## src/verilog/llw_pkg.sv

```systemverilog
// Constants and carrier types for the loop weight and telemetry configuration bank
package llw_pkg;

  // Register map, index 0 to 11
  localparam int unsigned NUM_REGS = 12;
  localparam int unsigned REG_W = 16;
  localparam int unsigned IDX_LATE_W = 0;
  localparam int unsigned IDX_EARLY_W = 1;
  localparam int unsigned IDX_DECR_W = 2;
  localparam int unsigned IDX_RECOV_W = 3;
  localparam int unsigned IDX_DROP = 4;
  localparam int unsigned IDX_VON = 5;
  localparam int unsigned IDX_VOFF = 6;
  localparam int unsigned IDX_IGAIN = 7;
  localparam int unsigned IDX_IOFFS = 8;
  localparam int unsigned IDX_VIGAIN = 9;
  localparam int unsigned IDX_VOGAIN = 10;
  localparam int unsigned IDX_OVLIM = 11;
  localparam logic [NUM_REGS-1:0][7:0] REG_ADDR_MAP = {
    8'h40, 8'h3B, 8'h3A, 8'h39, 8'h38, 8'h36, 8'h35, 8'h34, 8'h33, 8'h32, 8'h31, 8'h30};
  // Bits that store a write; the rest read as zero
  localparam logic [NUM_REGS-1:0][15:0] REG_WMASK = {
    16'h01FF, 16'h03FF, 16'h03FF, 16'h003F, 16'h03FF, 16'h01FF, 16'h01FF, 16'h1FFF,
    16'hFFFF, 16'hFFFF, 16'hFFFF, 16'hFFFF};
  localparam logic [NUM_REGS-1:0][15:0] REG_RESET = '0;

  // Read-only telemetry results
  localparam logic [7:0] ADDR_READ_VIN = 8'h88;
  localparam logic [7:0] ADDR_READ_VOUT = 8'h8B;
  localparam logic [7:0] ADDR_READ_IOUT = 8'h8C;

  // Field positions
  localparam int unsigned HI_LSB = 8;
  localparam int unsigned LO_LSB = 0;
  localparam int unsigned W7 = 7;
  localparam int unsigned W8 = 8;
  localparam int unsigned DELTA_LSB = 4;
  localparam int unsigned NIB_W = 4;
  localparam int unsigned LVL_W = 9;
  localparam int unsigned GAIN_W = 10;
  localparam int unsigned OFFS_W = 6;

  // Timing
  localparam int unsigned CLK_PERIOD_NS = 10;
  localparam int unsigned BLK_NS_PER_LSB = 5;
  localparam int unsigned LAST_EXCL_NS = 5;
  localparam int unsigned LAST_EXCL_CYC =
    (LAST_EXCL_NS + CLK_PERIOD_NS - 1) / CLK_PERIOD_NS < 1 ? 1 :
    (LAST_EXCL_NS + CLK_PERIOD_NS - 1) / CLK_PERIOD_NS;

  // Telemetry scaling
  localparam logic [7:0] TEL_MULT = 8'hCD;
  localparam logic [9:0] TEL_MAX10 = 10'h3FF;
  localparam logic [8:0] TEL_MAX9 = 9'h1FF;

  typedef enum logic [1:0] {PWR_OFF, PWR_PROTECT, PWR_START, PWR_RUN} llw_pwr_t;

  typedef struct packed {
    logic [9:0] vin;
    logic [9:0] vout;
    logic [9:0] iout;
  } llw_samples_t;

  typedef struct packed {
    logic [NUM_REGS-1:0][15:0] regs;
    logic [15:0] rdata;
    logic [2:0] gate_s;
    logic [2:0] set_s;
    logic [2:0] hi_s;
    logic [2:0] lo_s;
    logic [11:0] pcnt;
    logic [11:0] plen;
    logic set_seen;
    logic [6:0] set_w;
    logic lo_hit;
    logic rec_h;
    logic rec_l;
    logic [9:0] tgt_h;
    logic [9:0] tgt_l;
    logic [9:0] ton;
    logic adj;
    logic rect_en;
    llw_pwr_t pwr;
    logic [15:0] sdcnt;
    logic pwm_en;
    logic [9:0] read_vin;
    logic [8:0] read_vout;
    logic [9:0] read_iout;
    logic uvlo;
    logic ov;
  } llw_state_t;

endpackage : llw_pkg
```

## src/verilog/llw_loop_cfg.sv

```systemverilog
// Loop weight, input drop, UVLO/OVP and telemetry configuration bank
`timescale 1ns/1ns
// Functional notes
// - Set in third quarter: raise on-time by late register bits 14:8.
// - Set in final quarter, not last 5ns: raise by late bits 6:0.
// - Set in first quarter: raise on-time by early register bits 14:8.
// - Set in second quarter: raise on-time by early register bits 6:0.
// - Quarters split only the pulse part after the blanking interval.
// - No set during a pulse period: lower on-time by decrement bits 7:0.
// - Low-side spike flag: lower on-time by decrement bits 15:8.
// - After high-side spike flag falls, recover on-time by bits 14:8 steps.
// - After low-side spike flag falls, recover on-time by bits 6:0 steps.
// - Stop rectifier gates when input sample below output minus drop delta.
// - Resume rectifier gates when input sample above output plus restart threshold.
// - After turn-on level: protection delay, then start delay, then PWM.
// - UVLO when input at/below turn-on while off, or below turn-off.
// - Current reading is sample*205/(2*gain) plus signed 6-bit offset.
// - Input reading is sample*205 divided by input gain.
// - Output reading bits 8:0 is sample*205/(4*gain).
// - Input over-voltage fault compares limit with input reading bits 9:1.
// - Over-voltage limit is nine bits at half the input reading's scale.
// - Writable reserved bits store only; undefined reserved bits read zero.
module llw_loop_cfg
  import llw_pkg::*;
(
  // Clock and reset
  input wire logic CLK,
  input wire logic RSTN,
  // Register command port
  input wire logic [7:0] REG_ADDR,
  input wire logic REG_WR,
  input wire logic REG_RD,
  input wire logic [15:0] REG_WDATA,
  output logic [15:0] REG_RDATA,
  // Asynchronous loop pins
  input wire logic PRIMARY_GATE_PULSE,
  input wire logic SET_PULSE,
  input wire logic HIGH_SIDE_SPIKE_FLAG,
  input wire logic LOW_SIDE_SPIKE_FLAG,
  // Loop configuration from neighbouring registers
  input wire logic [5:0] LOOP_BLANKING_INTERVAL,
  input wire logic [9:0] TON_MIN_LIMIT,
  input wire logic [9:0] TON_MAX_LIMIT,
  // Start-up sequencing
  input wire logic PROTECT_DELAY_DONE,
  input wire logic [15:0] START_DELAY_CYCLES,
  // ADC samples, same clock
  input wire llw_samples_t SAMPLES,
  // Results
  output logic [9:0] TON_OUT,
  output logic TON_ADJUST,
  output logic RECTIFIER_GATE_ENABLE,
  output logic PWM_ENABLE,
  output logic VIN_UVLO,
  output logic VIN_OV_FAULT,
  output logic [9:0] READ_VIN,
  output logic [8:0] READ_VOUT,
  output logic [9:0] READ_IOUT
);

  llw_state_t q;
  llw_state_t d;

  logic gate_rise;
  logic gate_fall;
  logic set_edge;
  logic hi_rise;
  logic hi_fall;
  logic lo_rise;
  logic lo_fall;
  logic [11:0] blank_c;
  logic [11:0] rem;
  logic [11:0] pos;
  logic [13:0] pos4;
  logic [13:0] rem1;
  logic [13:0] rem2;
  logic [13:0] rem3;
  logic in_blank;
  logic [6:0] qw;
  logic spk;
  logic signed [12:0] sum;
  logic [9:0] ton_new;
  logic [17:0] num_vin;
  logic [17:0] num_vout;
  logic [17:0] num_iout;
  logic [17:0] quo_vin;
  logic [17:0] quo_vout;
  logic [17:0] quo_iout;
  logic signed [19:0] iout_s;
  logic [9:0] vi_gain;
  logic [9:0] vo_gain;
  logic [9:0] i_gain;
  logic [10:0] vin_lo;
  logic [10:0] vout_lo;
  logic [8:0] vin9;
  logic [15:0] rd_mux;

  always_comb begin
    d = q;
    // Two-stage pin synchronisers; stage 2 holds the previous value for edges
    d.gate_s = {q.gate_s[1:0], PRIMARY_GATE_PULSE};
    d.set_s = {q.set_s[1:0], SET_PULSE};
    d.hi_s = {q.hi_s[1:0], HIGH_SIDE_SPIKE_FLAG};
    d.lo_s = {q.lo_s[1:0], LOW_SIDE_SPIKE_FLAG};
    gate_rise = q.gate_s[1] & ~q.gate_s[2];
    gate_fall = ~q.gate_s[1] & q.gate_s[2];
    set_edge = q.set_s[1] & ~q.set_s[2];
    hi_rise = q.hi_s[1] & ~q.hi_s[2];
    hi_fall = ~q.hi_s[1] & q.hi_s[2];
    lo_rise = q.lo_s[1] & ~q.lo_s[2];
    lo_fall = ~q.lo_s[1] & q.lo_s[2];

    // Remaining pulse after blanking, using the last pulse length as the estimate
    blank_c = 12'((int'(LOOP_BLANKING_INTERVAL) * BLK_NS_PER_LSB + CLK_PERIOD_NS - 1) / CLK_PERIOD_NS);
    rem = (q.plen > blank_c) ? q.plen - blank_c : 12'h000;
    in_blank = (q.pcnt < blank_c);
    pos = in_blank ? 12'h000 : q.pcnt - blank_c;
    pos4 = {pos, 2'b00};
    rem1 = {2'b00, rem};
    rem2 = {1'b0, rem, 1'b0};
    rem3 = rem1 + rem2;
    if ((rem == 12'h000) || ({2'b00, pos} + 14'(LAST_EXCL_CYC) >= rem1)) begin
      qw = 7'h00;
    end else if (pos4 >= rem3) begin
      qw = q.regs[IDX_LATE_W][LO_LSB +: W7];
    end else if (pos4 >= rem2) begin
      qw = q.regs[IDX_LATE_W][HI_LSB +: W7];
    end else if (pos4 >= rem1) begin
      qw = q.regs[IDX_EARLY_W][LO_LSB +: W7];
    end else begin
      qw = q.regs[IDX_EARLY_W][HI_LSB +: W7];
    end

    // Pulse length and first accepted set of the pulse
    if (gate_rise) begin
      d.pcnt = 12'h000;
    end else if (q.gate_s[1] && q.pcnt != 12'hFFF) begin
      d.pcnt = q.pcnt + 12'h001;
    end
    if (gate_fall) begin
      d.plen = q.pcnt;
    end
    if (set_edge && q.gate_s[1] && !in_blank && !q.set_seen && !gate_rise) begin
      d.set_seen = 1'b1;
      d.set_w = qw;
    end

    // Spike bookkeeping; a new spike wins over a clear in the same cycle
    if (hi_rise) begin
      d.rec_h = 1'b0;
      d.tgt_h = q.ton;
    end else if (hi_fall) begin
      d.rec_h = 1'b1;
    end
    if (lo_rise) begin
      d.rec_l = 1'b0;
      d.tgt_l = q.ton;
    end else if (lo_fall) begin
      d.rec_l = 1'b1;
    end
    spk = q.lo_hit | lo_rise;
    d.lo_hit = spk;

    // One net adjustment at each period boundary, then clamp
    sum = 13'(q.ton);
    if (q.set_seen) begin
      sum = sum + 13'(q.set_w);
    end else begin
      sum = sum - 13'(q.regs[IDX_DECR_W][LO_LSB +: W8]);
    end
    if (spk) begin
      sum = sum - 13'(q.regs[IDX_DECR_W][HI_LSB +: W8]);
    end else begin
      if (q.rec_h && !hi_rise) begin
        sum = sum + 13'(q.regs[IDX_RECOV_W][HI_LSB +: W7]);
      end
      if (q.rec_l && !lo_rise) begin
        sum = sum + 13'(q.regs[IDX_RECOV_W][LO_LSB +: W7]);
      end
    end
    // Signed compare, so that a large decrement clamps to the minimum and never wraps to the maximum
    if (sum < $signed(13'(TON_MIN_LIMIT))) begin
      ton_new = TON_MIN_LIMIT;
    end else if (sum > $signed(13'(TON_MAX_LIMIT))) begin
      ton_new = TON_MAX_LIMIT;
    end else begin
      ton_new = sum[9:0];
    end
    d.adj = gate_rise;
    if (gate_rise) begin
      d.ton = ton_new;
      d.set_seen = 1'b0;
      d.lo_hit = lo_rise;
      if (q.rec_h && !hi_rise && ton_new >= q.tgt_h) begin
        d.rec_h = 1'b0;
      end
      if (q.rec_l && !lo_rise && ton_new >= q.tgt_l) begin
        d.rec_l = 1'b0;
      end
    end

    // Input drop hysteresis on raw samples
    vin_lo = {1'b0, SAMPLES.vin};
    vout_lo = {1'b0, SAMPLES.vout};
    if (vin_lo + 11'(q.regs[IDX_DROP][DELTA_LSB +: NIB_W]) < vout_lo) begin
      d.rect_en = 1'b0;
    end else if (vin_lo > vout_lo + 11'(q.regs[IDX_DROP][LO_LSB +: NIB_W])) begin
      d.rect_en = 1'b1;
    end

    // Telemetry scaling; a zero gain saturates the reading
    vi_gain = q.regs[IDX_VIGAIN][LO_LSB +: GAIN_W];
    vo_gain = q.regs[IDX_VOGAIN][LO_LSB +: GAIN_W];
    i_gain = q.regs[IDX_IGAIN][LO_LSB +: GAIN_W];
    num_vin = 18'(SAMPLES.vin * TEL_MULT);
    num_vout = 18'(SAMPLES.vout * TEL_MULT);
    num_iout = 18'(SAMPLES.iout * TEL_MULT);
    quo_vin = (vi_gain == 10'h000) ? 18'h3FFFF : num_vin / 18'(vi_gain);
    quo_vout = (vo_gain == 10'h000) ? 18'h3FFFF : num_vout / 18'({vo_gain, 2'b00});
    quo_iout = (i_gain == 10'h000) ? 18'h3FFFF : num_iout / 18'({i_gain, 1'b0});
    d.read_vin = (quo_vin > 18'(TEL_MAX10)) ? TEL_MAX10 : quo_vin[9:0];
    d.read_vout = (quo_vout > 18'(TEL_MAX9)) ? TEL_MAX9 : quo_vout[8:0];
    iout_s = $signed({2'b00, quo_iout}) + 20'($signed(q.regs[IDX_IOFFS][LO_LSB +: OFFS_W]));
    if (iout_s < 20'sd0) begin
      d.read_iout = 10'h000;
    end else if (iout_s > $signed(20'(TEL_MAX10))) begin
      d.read_iout = TEL_MAX10;
    end else begin
      d.read_iout = iout_s[9:0];
    end

    // Limits compare against the 0.25V bits of the input reading
    vin9 = q.read_vin[9:1];
    d.ov = vin9 > q.regs[IDX_OVLIM][LO_LSB +: LVL_W];
    d.uvlo = ((vin9 <= q.regs[IDX_VON][LO_LSB +: LVL_W]) && (q.pwr == PWR_OFF)) ||
             (vin9 < q.regs[IDX_VOFF][LO_LSB +: LVL_W]);

    // Start-up sequence; UVLO drops back to off from any state
    case (q.pwr)
      PWR_OFF: begin
        if (!q.uvlo && !d.uvlo) begin
          d.pwr = PWR_PROTECT;
        end
      end
      PWR_PROTECT: begin
        if (PROTECT_DELAY_DONE) begin
          d.pwr = PWR_START;
          d.sdcnt = START_DELAY_CYCLES;
        end
      end
      PWR_START: begin
        if (q.sdcnt == 16'h0000) begin
          d.pwr = PWR_RUN;
        end else begin
          d.sdcnt = q.sdcnt - 16'h0001;
        end
      end
      PWR_RUN: begin
        d.pwr = PWR_RUN;
      end
      default: begin
        d.pwr = PWR_OFF;
      end
    endcase
    if (q.uvlo) begin
      d.pwr = PWR_OFF;
    end
    d.pwm_en = (d.pwr == PWR_RUN);

    // Register writes keep only defined bits; undefined bits stay zero
    for (int i = 0; i < NUM_REGS; i++) begin
      if (REG_WR && REG_ADDR == REG_ADDR_MAP[i]) begin
        d.regs[i] = REG_WDATA & REG_WMASK[i];
      end
    end
    rd_mux = 16'h0000;
    for (int i = 0; i < NUM_REGS; i++) begin
      if (REG_ADDR == REG_ADDR_MAP[i]) begin
        rd_mux = q.regs[i];
      end
    end
    if (REG_ADDR == ADDR_READ_VIN) begin
      rd_mux = {6'h00, q.read_vin};
    end else if (REG_ADDR == ADDR_READ_VOUT) begin
      rd_mux = {7'h00, q.read_vout};
    end else if (REG_ADDR == ADDR_READ_IOUT) begin
      rd_mux = {6'h00, q.read_iout};
    end
    if (REG_RD) begin
      d.rdata = rd_mux;
    end
  end

  always_ff @(posedge CLK) begin
    if (!RSTN) begin
      q <= '0;
      q.regs <= REG_RESET;
      q.pwr <= PWR_OFF;
    end else begin
      q <= d;
    end
  end

  assign REG_RDATA = q.rdata;
  assign TON_OUT = q.ton;
  assign TON_ADJUST = q.adj;
  assign RECTIFIER_GATE_ENABLE = q.rect_en;
  assign PWM_ENABLE = q.pwm_en;
  assign VIN_UVLO = q.uvlo;
  assign VIN_OV_FAULT = q.ov;
  assign READ_VIN = q.read_vin;
  assign READ_VOUT = q.read_vout;
  assign READ_IOUT = q.read_iout;
endmodule : llw_loop_cfg

```

## config.mk

```make
export PLATFORM = sky130hd
export DESIGN_NAME = llw_loop_cfg
export DESIGN_NICKNAME = d
export VERILOG_FILES = /design/src/verilog/llw_pkg.sv /design/src/verilog/llw_loop_cfg.sv
export SDC_FILE = /design/constraint.sdc
export NUM_CORES = 2
export LEC_CHECK = 0
export BUFFER_PORTS_ARGS = -buffer_cell sky130_fd_sc_hd__buf_2
export CAP_MARGIN = 0
export CORE_MARGIN = 5
export CORE_UTILIZATION = 40
export CTS_CLUSTER_DIAMETER = 120
export CTS_CLUSTER_SIZE = 20
export DETAILED_ROUTE_END_ITERATION = 10
export SLEW_MARGIN = 20
export SYNTH_ARGS = -nofsm -noshare
export SYNTH_HDL_FRONTEND = slang
export SYNTH_SLANG_ARGS = --single-unit
export TNS_END_PERCENT = 50
```

## constraint.sdc

```tcl
create_clock -name CLK -period 68.3 [get_ports CLK]
set_clock_uncertainty 0.05 [all_clocks]
set_input_delay 13.66 -clock CLK [delete_from_list [all_inputs] [get_ports CLK]]
set_output_delay 13.66 -clock CLK [all_outputs]
set_load 0.1 [all_outputs]
```

# --- After elaboration in Yosys (flattened, before gate mapping) ---
# Cells that the tools add are included.
# Widths: inputs -> output; s select.
totals:
  regBits: 285
  inputBits: 105
  wordCells: 209
classes:
  addsub: 16
  multipliers: 4
  div: 4
  magnitude_cmp: 19
  eq_ne: 22
  muxes: 48
  n_bitwise: 16
  n_reduce_logical: 43
op_table:
  columns: ["operator", "n"]
  rows:
  - ["$mux 16", 16]
  - ["$eq 8x6->1 const B", 11]
  - ["$mux 18", 4]
  - ["$mux 13", 5]
  - ["$mul 10x8->18 const B", 3]
  - ["$mux 10", 4]
  - ["$div 32x4->32 const B", 1]
  - ["$pmux 16 s2", 1]
  - ["$logic_not 10->1", 3]
  - ["$mux 7", 4]
  - ["$add 13x7->13", 2]
  - ["$eq 8x8->1 const B", 3]
  - ["$mux 12", 2]
  - ["$sub 12x12->12", 2]
  - ["$logic_and 1x1->1", 23]
  - ["$add 10x4->11", 2]
  - ["$add 19x6->20", 1]
  - ["$ge 10x10->1", 2]
  - ["$gt 20x11->1 const B", 1]
  - ["$lt 20x1->1 const B", 1]
  - ["$div 18x10->18", 1]
  - ["$div 18x11->18", 1]
  - ["$div 18x12->18", 1]
  - ["$gt 18x10->1 const B", 1]
  - ["other kinds (45)", 77]

# --- Depth between registers and ports, before layout ---
logic_depth:
  depth_word: 16
  depth_mapped: 220

# --- Worst setup path before layout ---
# OpenSTA, ideal clock, no wires.
synth_path:
  path_kind: "input to register"
  from: "input port SAMPLES[6] (netlist name)"
  to: "register q, in the netlist READ_IOUT[8]"
  setup_time_ns: 0.132
  t_arrival_ns: 54.560
  slack_ns: 13.558
  path_stages: 208
  cell_sequence: "ha_1 -> inv_1 -> fa_1 -> inv_1 -> fa_1 -> inv_1 -> fa_1 -> inv_1 -> ha_1 -> and2_1 -> a221o_1 -> a211o_1 -> a2111oi_1 -> nor3_1 -> ha_1 -> nand2_1 -> o31ai_1 -> nand2_1 -> [... 172 more ...] -> o21bai_1 -> a21oi_1 -> o21bai_1 -> a21oi_1 -> o21bai_1 -> a21oi_1 -> o21bai_1 -> a21oi_1 -> o21bai_1 -> a21oi_1 -> nor2b_1 -> o21a_1 -> o21a_1 -> o21ai_0 -> mux2i_1 -> a21o_1 -> nor2_1 -> a21oi_1"
synth_via:
  elab_chain_len: 6
synth_rtl:
  columns: ["element", "line", "text"]
  rows:
  - ["start: declaration", "llw_loop_cfg.sv:48", "input wire llw_samples_t SAMPLES,"]
  - ["$mul 10x8->18 (*)", "llw_loop_cfg.sv:217", "num_iout = 18'(SAMPLES.iout * TEL_MULT);"]
  - ["$div 18x11->18 (*)", "llw_loop_cfg.sv:220", "quo_iout = (i_gain == 10'h000) ? 18'h3FFFF : num_iout / 18'({i_gain, 1'b0});"]
  - ["$mux 18 (*)", "llw_loop_cfg.sv:220", null]
  - ["$add 19x6->20 (*)", "llw_loop_cfg.sv:223", "iout_s = $signed({2'b00, quo_iout}) + 20'($signed(q.regs[IDX_IOFFS][LO_LSB +: OFFS_W]));"]
  - ["$gt 20x11->1 or $lt 20x1->1 (tied branches)", "llw_loop_cfg.sv:226, llw_loop_cfg.sv:224", null]
  - ["$mux 10 or $reduce_or 2->1 (tied branches)", null, null]
  - ["end: declaration", "llw_loop_cfg.sv:61", "llw_state_t q;"]
# Mark *: on every way between the ends. The rest lies on a longest branch, timed or not.
# A chain may end at the register's enable or synchronous reset.

# --- Final worst setup path ---
layout_path:
  from: "input port SAMPLES[6] (netlist name)"
  to: "register q, in the netlist READ_IOUT[3]"
# The elaborated chain is that of the path after synthesis.

==> results_dict.tcl <==
set metrics [dict create \
    ys_seq_elements 285 \
    use_met2_pct 37.0 \
    setup.worst_path.start_class "input port" \
    cts-htree-levels 1 \
    post_synth_cell_types 110 \
    boundaryPins 165 \
    fin_nets 6745 \
    cp_data_arrival_time_ns 59.14 \
    cts-buffers-inserted 19 \
    whs_ns 0.393 \
    synth_edf_count 0 \
    gp_congestion 0.942 \
    overall_die_width_um 340 \
    fmax_mhz 17.0 \
    syn_to_final_growth_pct 5.53 \
    global_route_wire_length_before_repair_um 211000 \
    syn-num-nets 6741 \
    min_path_type "reg2reg" \
    synth_top_flop_cell "sky130_fd_sc_hd__dfxtp_1" \
    via_per_inst 5.76 \
    clock_sinks 285 \
    initial_standard_cell_utilization_of_the_core_pct 40.2 \
    hold_violations 0 \
    first_global_vias 39004 \
    dp_hpwl_um 108000 \
    antenna_left 0 \
    tritoncts "yes" \
    run_status "finished clean" \
    worstRegToRegCells 194 \
    cp_common_cell "sky130_fd_sc_hd__o21a_1" \
    startpoint "SAMPLES[6]" \
    hold_buffers 0 \
    die-height_um 340 \
    timing.hold.worst_path_depth 1 \
    synth-async-reset-ratio_pct 0 \
    drc 0 \
    post_cts_buffers 0 \
    slew_violations 0 \
    required_ns 68.65 \
    netlist_area_mm2 0.0436 \
    cp_slowest_cell "sky130_fd_sc_hd__a211oi_2" \
    slew_headroom_pct 29.3 \
    cts.repair.resized 0 \
    dieArea_mm2 0.116 \
    avgRoutedWirePerCell_um 18.6 \
    antenna_found_initial 19 \
    post_synth_inst_count 5799 \
    grt.overflow.total 0 \
    io_buffers 164 \
    rsz0062_at_grt "no" \
    worstSkewPairLatency_ns 0.54 \
    cts_max_path_buffers 3 \
    clk_root_buffer_cell "sky130_fd_sc_hd__clkbuf_16" \
    maxCapViolations 0 \
    worstMarginPinSlew_ns 1.05 \
    synth-seq-area-share_pct 13.1 \
    timing_worst_setup_path_type "in2reg" \
    grt_util_met1_pct 30.0 \
    share_of_layout_cells_above_drive_strength_1_pct 7.54 \
    grt_most_used_layer "met2" \
    period_share_pct 86.1 \
    crit_path_end_kind "register" \
    worst-path-max-fanout 19 \
    timing.final.setup_violations 0 \
    std_cell_rows 121 \
    global_route.usage.met3_pct 2.68 \
    synth.yosys.warnings 0 \
    dr.first_iter.drc_count 2929 \
    design.core.area_mm2 0.109 \
    vias 41642 \
    postRouteWirelength_um 134000 \
    reg2reg_from "i_gain[9]$_SDFFE_PN0P_" \
    synthesis.area_per_instance_um2 7.52 \
    critPathMaxStageDelay_ns 0.83 \
    clkTransAtPathRegs_ns 0.09 \
    hp-start "d[127]$_SDFF_PN0_" \
    dr.pass1.iters 6 \
    setup_total_negative_slack_ns 0 \
    grt_use_total_pct 22.1 \
    pin_count_of_the_biggest_net_entering_global_routing 144 \
    finalCriticalPeriod_ns 58.79 \
]
==> layout by cell type (no fill, tap or decap), types with 32 or more instances in the layout <==
cell type                  instances
sky130_fd_sc_hd__a21oi_1         490
sky130_fd_sc_hd__o21a_1          280
sky130_fd_sc_hd__buf_2           164
sky130_fd_sc_hd__nand3_1         135
sky130_fd_sc_hd__and2_1           47
sky130_fd_sc_hd__o211ai_1         34
sky130_fd_sc_hd__nand2b_1        100
sky130_fd_sc_hd__nand4_1          38
sky130_fd_sc_hd__fa_1             65
sky130_fd_sc_hd__buf_4            42
sky130_fd_sc_hd__a31oi_1          34
sky130_fd_sc_hd__mux2_2           95
sky130_fd_sc_hd__nor3_1          283
sky130_fd_sc_hd__nand2_1         624
sky130_fd_sc_hd__nor2b_1          92
sky130_fd_sc_hd__and3_1           32
sky130_fd_sc_hd__o21ai_0         281
sky130_fd_sc_hd__xor2_1           84
sky130_fd_sc_hd__or2_2            39
sky130_fd_sc_hd__a21o_1           98
sky130_fd_sc_hd__o31ai_1          77
sky130_fd_sc_hd__dfxtp_1         285
sky130_fd_sc_hd__a22oi_1          35
sky130_fd_sc_hd__ha_1            772
sky130_fd_sc_hd__inv_1           427
sky130_fd_sc_hd__or3_1            63
sky130_fd_sc_hd__xnor2_1         119
sky130_fd_sc_hd__nor2_1          402
sky130_fd_sc_hd__mux2i_1          80
sky130_fd_sc_hd__a211oi_1         36
==> worst paths after layout <==
path / slack (ns) / end
max: 9.51 / READ_IOUT[3]$_SDFF_PP0_
min: 0.39 / d[128]$_SDFF_PN0_
max reg2reg: 24.81 / READ_IOUT[3]$_SDFF_PP0_
min reg2reg: 0.39 / d[128]$_SDFF_PN0_
==> registers in the layout, indices dropped and copies added, names as in the netlist, 8 cells and up <==
| signal | count |
|---|---|
| q | 207 |
| READ_IOUT | 10 |
| TON_OUT | 10 |
| REG_RDATA | 16 |
| d | 8 |
| i_gain | 10 |
| READ_VOUT | 9 |
| READ_VIN | 10 |
==> cells in the mapped netlist, types with 35 or more instances <==
cell type / count / area [um^2]
sky130_fd_sc_hd__mux2i_1: 80 / 801
sky130_fd_sc_hd__buf_4: 56 / 420
sky130_fd_sc_hd__or3_1: 63 / 394
sky130_fd_sc_hd__nor2_1: 402 / 1510
sky130_fd_sc_hd__clkbuf_1: 155 / 582
sky130_fd_sc_hd__mux2_2: 95 / 1070
sky130_fd_sc_hd__ha_1: 772 / 9660
sky130_fd_sc_hd__nand2b_1: 100 / 626
sky130_fd_sc_hd__a21o_1: 98 / 736
sky130_fd_sc_hd__a211oi_1: 36 / 270
sky130_fd_sc_hd__a21oi_1: 490 / 2450
sky130_fd_sc_hd__or2_2: 39 / 244
sky130_fd_sc_hd__nand2_1: 624 / 2340
sky130_fd_sc_hd__nor3_1: 286 / 1430
sky130_fd_sc_hd__o21ai_0: 282 / 1410
sky130_fd_sc_hd__dfxtp_1: 285 / 5710
sky130_fd_sc_hd__xnor2_1: 119 / 1040
sky130_fd_sc_hd__nand4_1: 38 / 238
sky130_fd_sc_hd__fa_1: 65 / 1300
sky130_fd_sc_hd__and2_1: 47 / 294
sky130_fd_sc_hd__o31ai_1: 77 / 578
sky130_fd_sc_hd__a22oi_1: 35 / 263
sky130_fd_sc_hd__nand3_1: 135 / 676
sky130_fd_sc_hd__inv_1: 428 / 1610
sky130_fd_sc_hd__nor2b_1: 92 / 576
sky130_fd_sc_hd__o21a_1: 280 / 2100
sky130_fd_sc_hd__xor2_1: 84 / 736
==> critical path, delay by kind of cell <==
family	cells	cell delay [ns]
AO/OA/AOI/OAI	129	29.04
adder cells (fa/ha/maj)	24	7.68
AND/OR/NAND/NOR	34	5.96
buffers and inverters	14	1.76
multiplexers	5	0.98
==> cell families after synthesis <==
logic type / synth area share [%]
xor gates and xnor gates: 4.08
muxes: 5.22
buffers and inverters: 6.18
adders and majority gates: 25.2
AOI/OAI and AO/OA: 24.8
and+or+nand+nor: 21.5
DFF: 13.1
==> layout make-up <==
cell class                      count  area [um^2]
Sequential cell                   285         5710
Timing Repair Buffer              206         1140
Antenna cell                       10         25.0
Inverter                          430         1620
Clock buffer                       21          493
Tap cell                         1414         1770
Clock inverter                      3         40.0
Multi-Input combinational cell   4861        35200
Fill cell                       11095        62500
==> metrics by stage <==
stage                     cells  utilization (%)  setup slack, ns  cell area, um^2
final                      7230             42.4             9.51            46000
after global routing       7220             42.4             5.51            46000
after CTS                  7220             42.4             9.97            46000
after detailed placement   7196             41.9             9.65            45500
after global placement     7196             41.9            10.54            45500
after floorplan            5799                -            13.56            43600
==> metal layers <==
metal	vias to the layer above	share of wire [%]	routed length, um
met5	-	0.031	41
met4	6	3.1	4220
met3	176	6.0	8120
met2	947	45	60300
met1	19539	46	61600
li1	20974	-	-
Power is not shown: default switching activity piles up to over one toggle a cycle in this logic, so the estimate is an artifact.
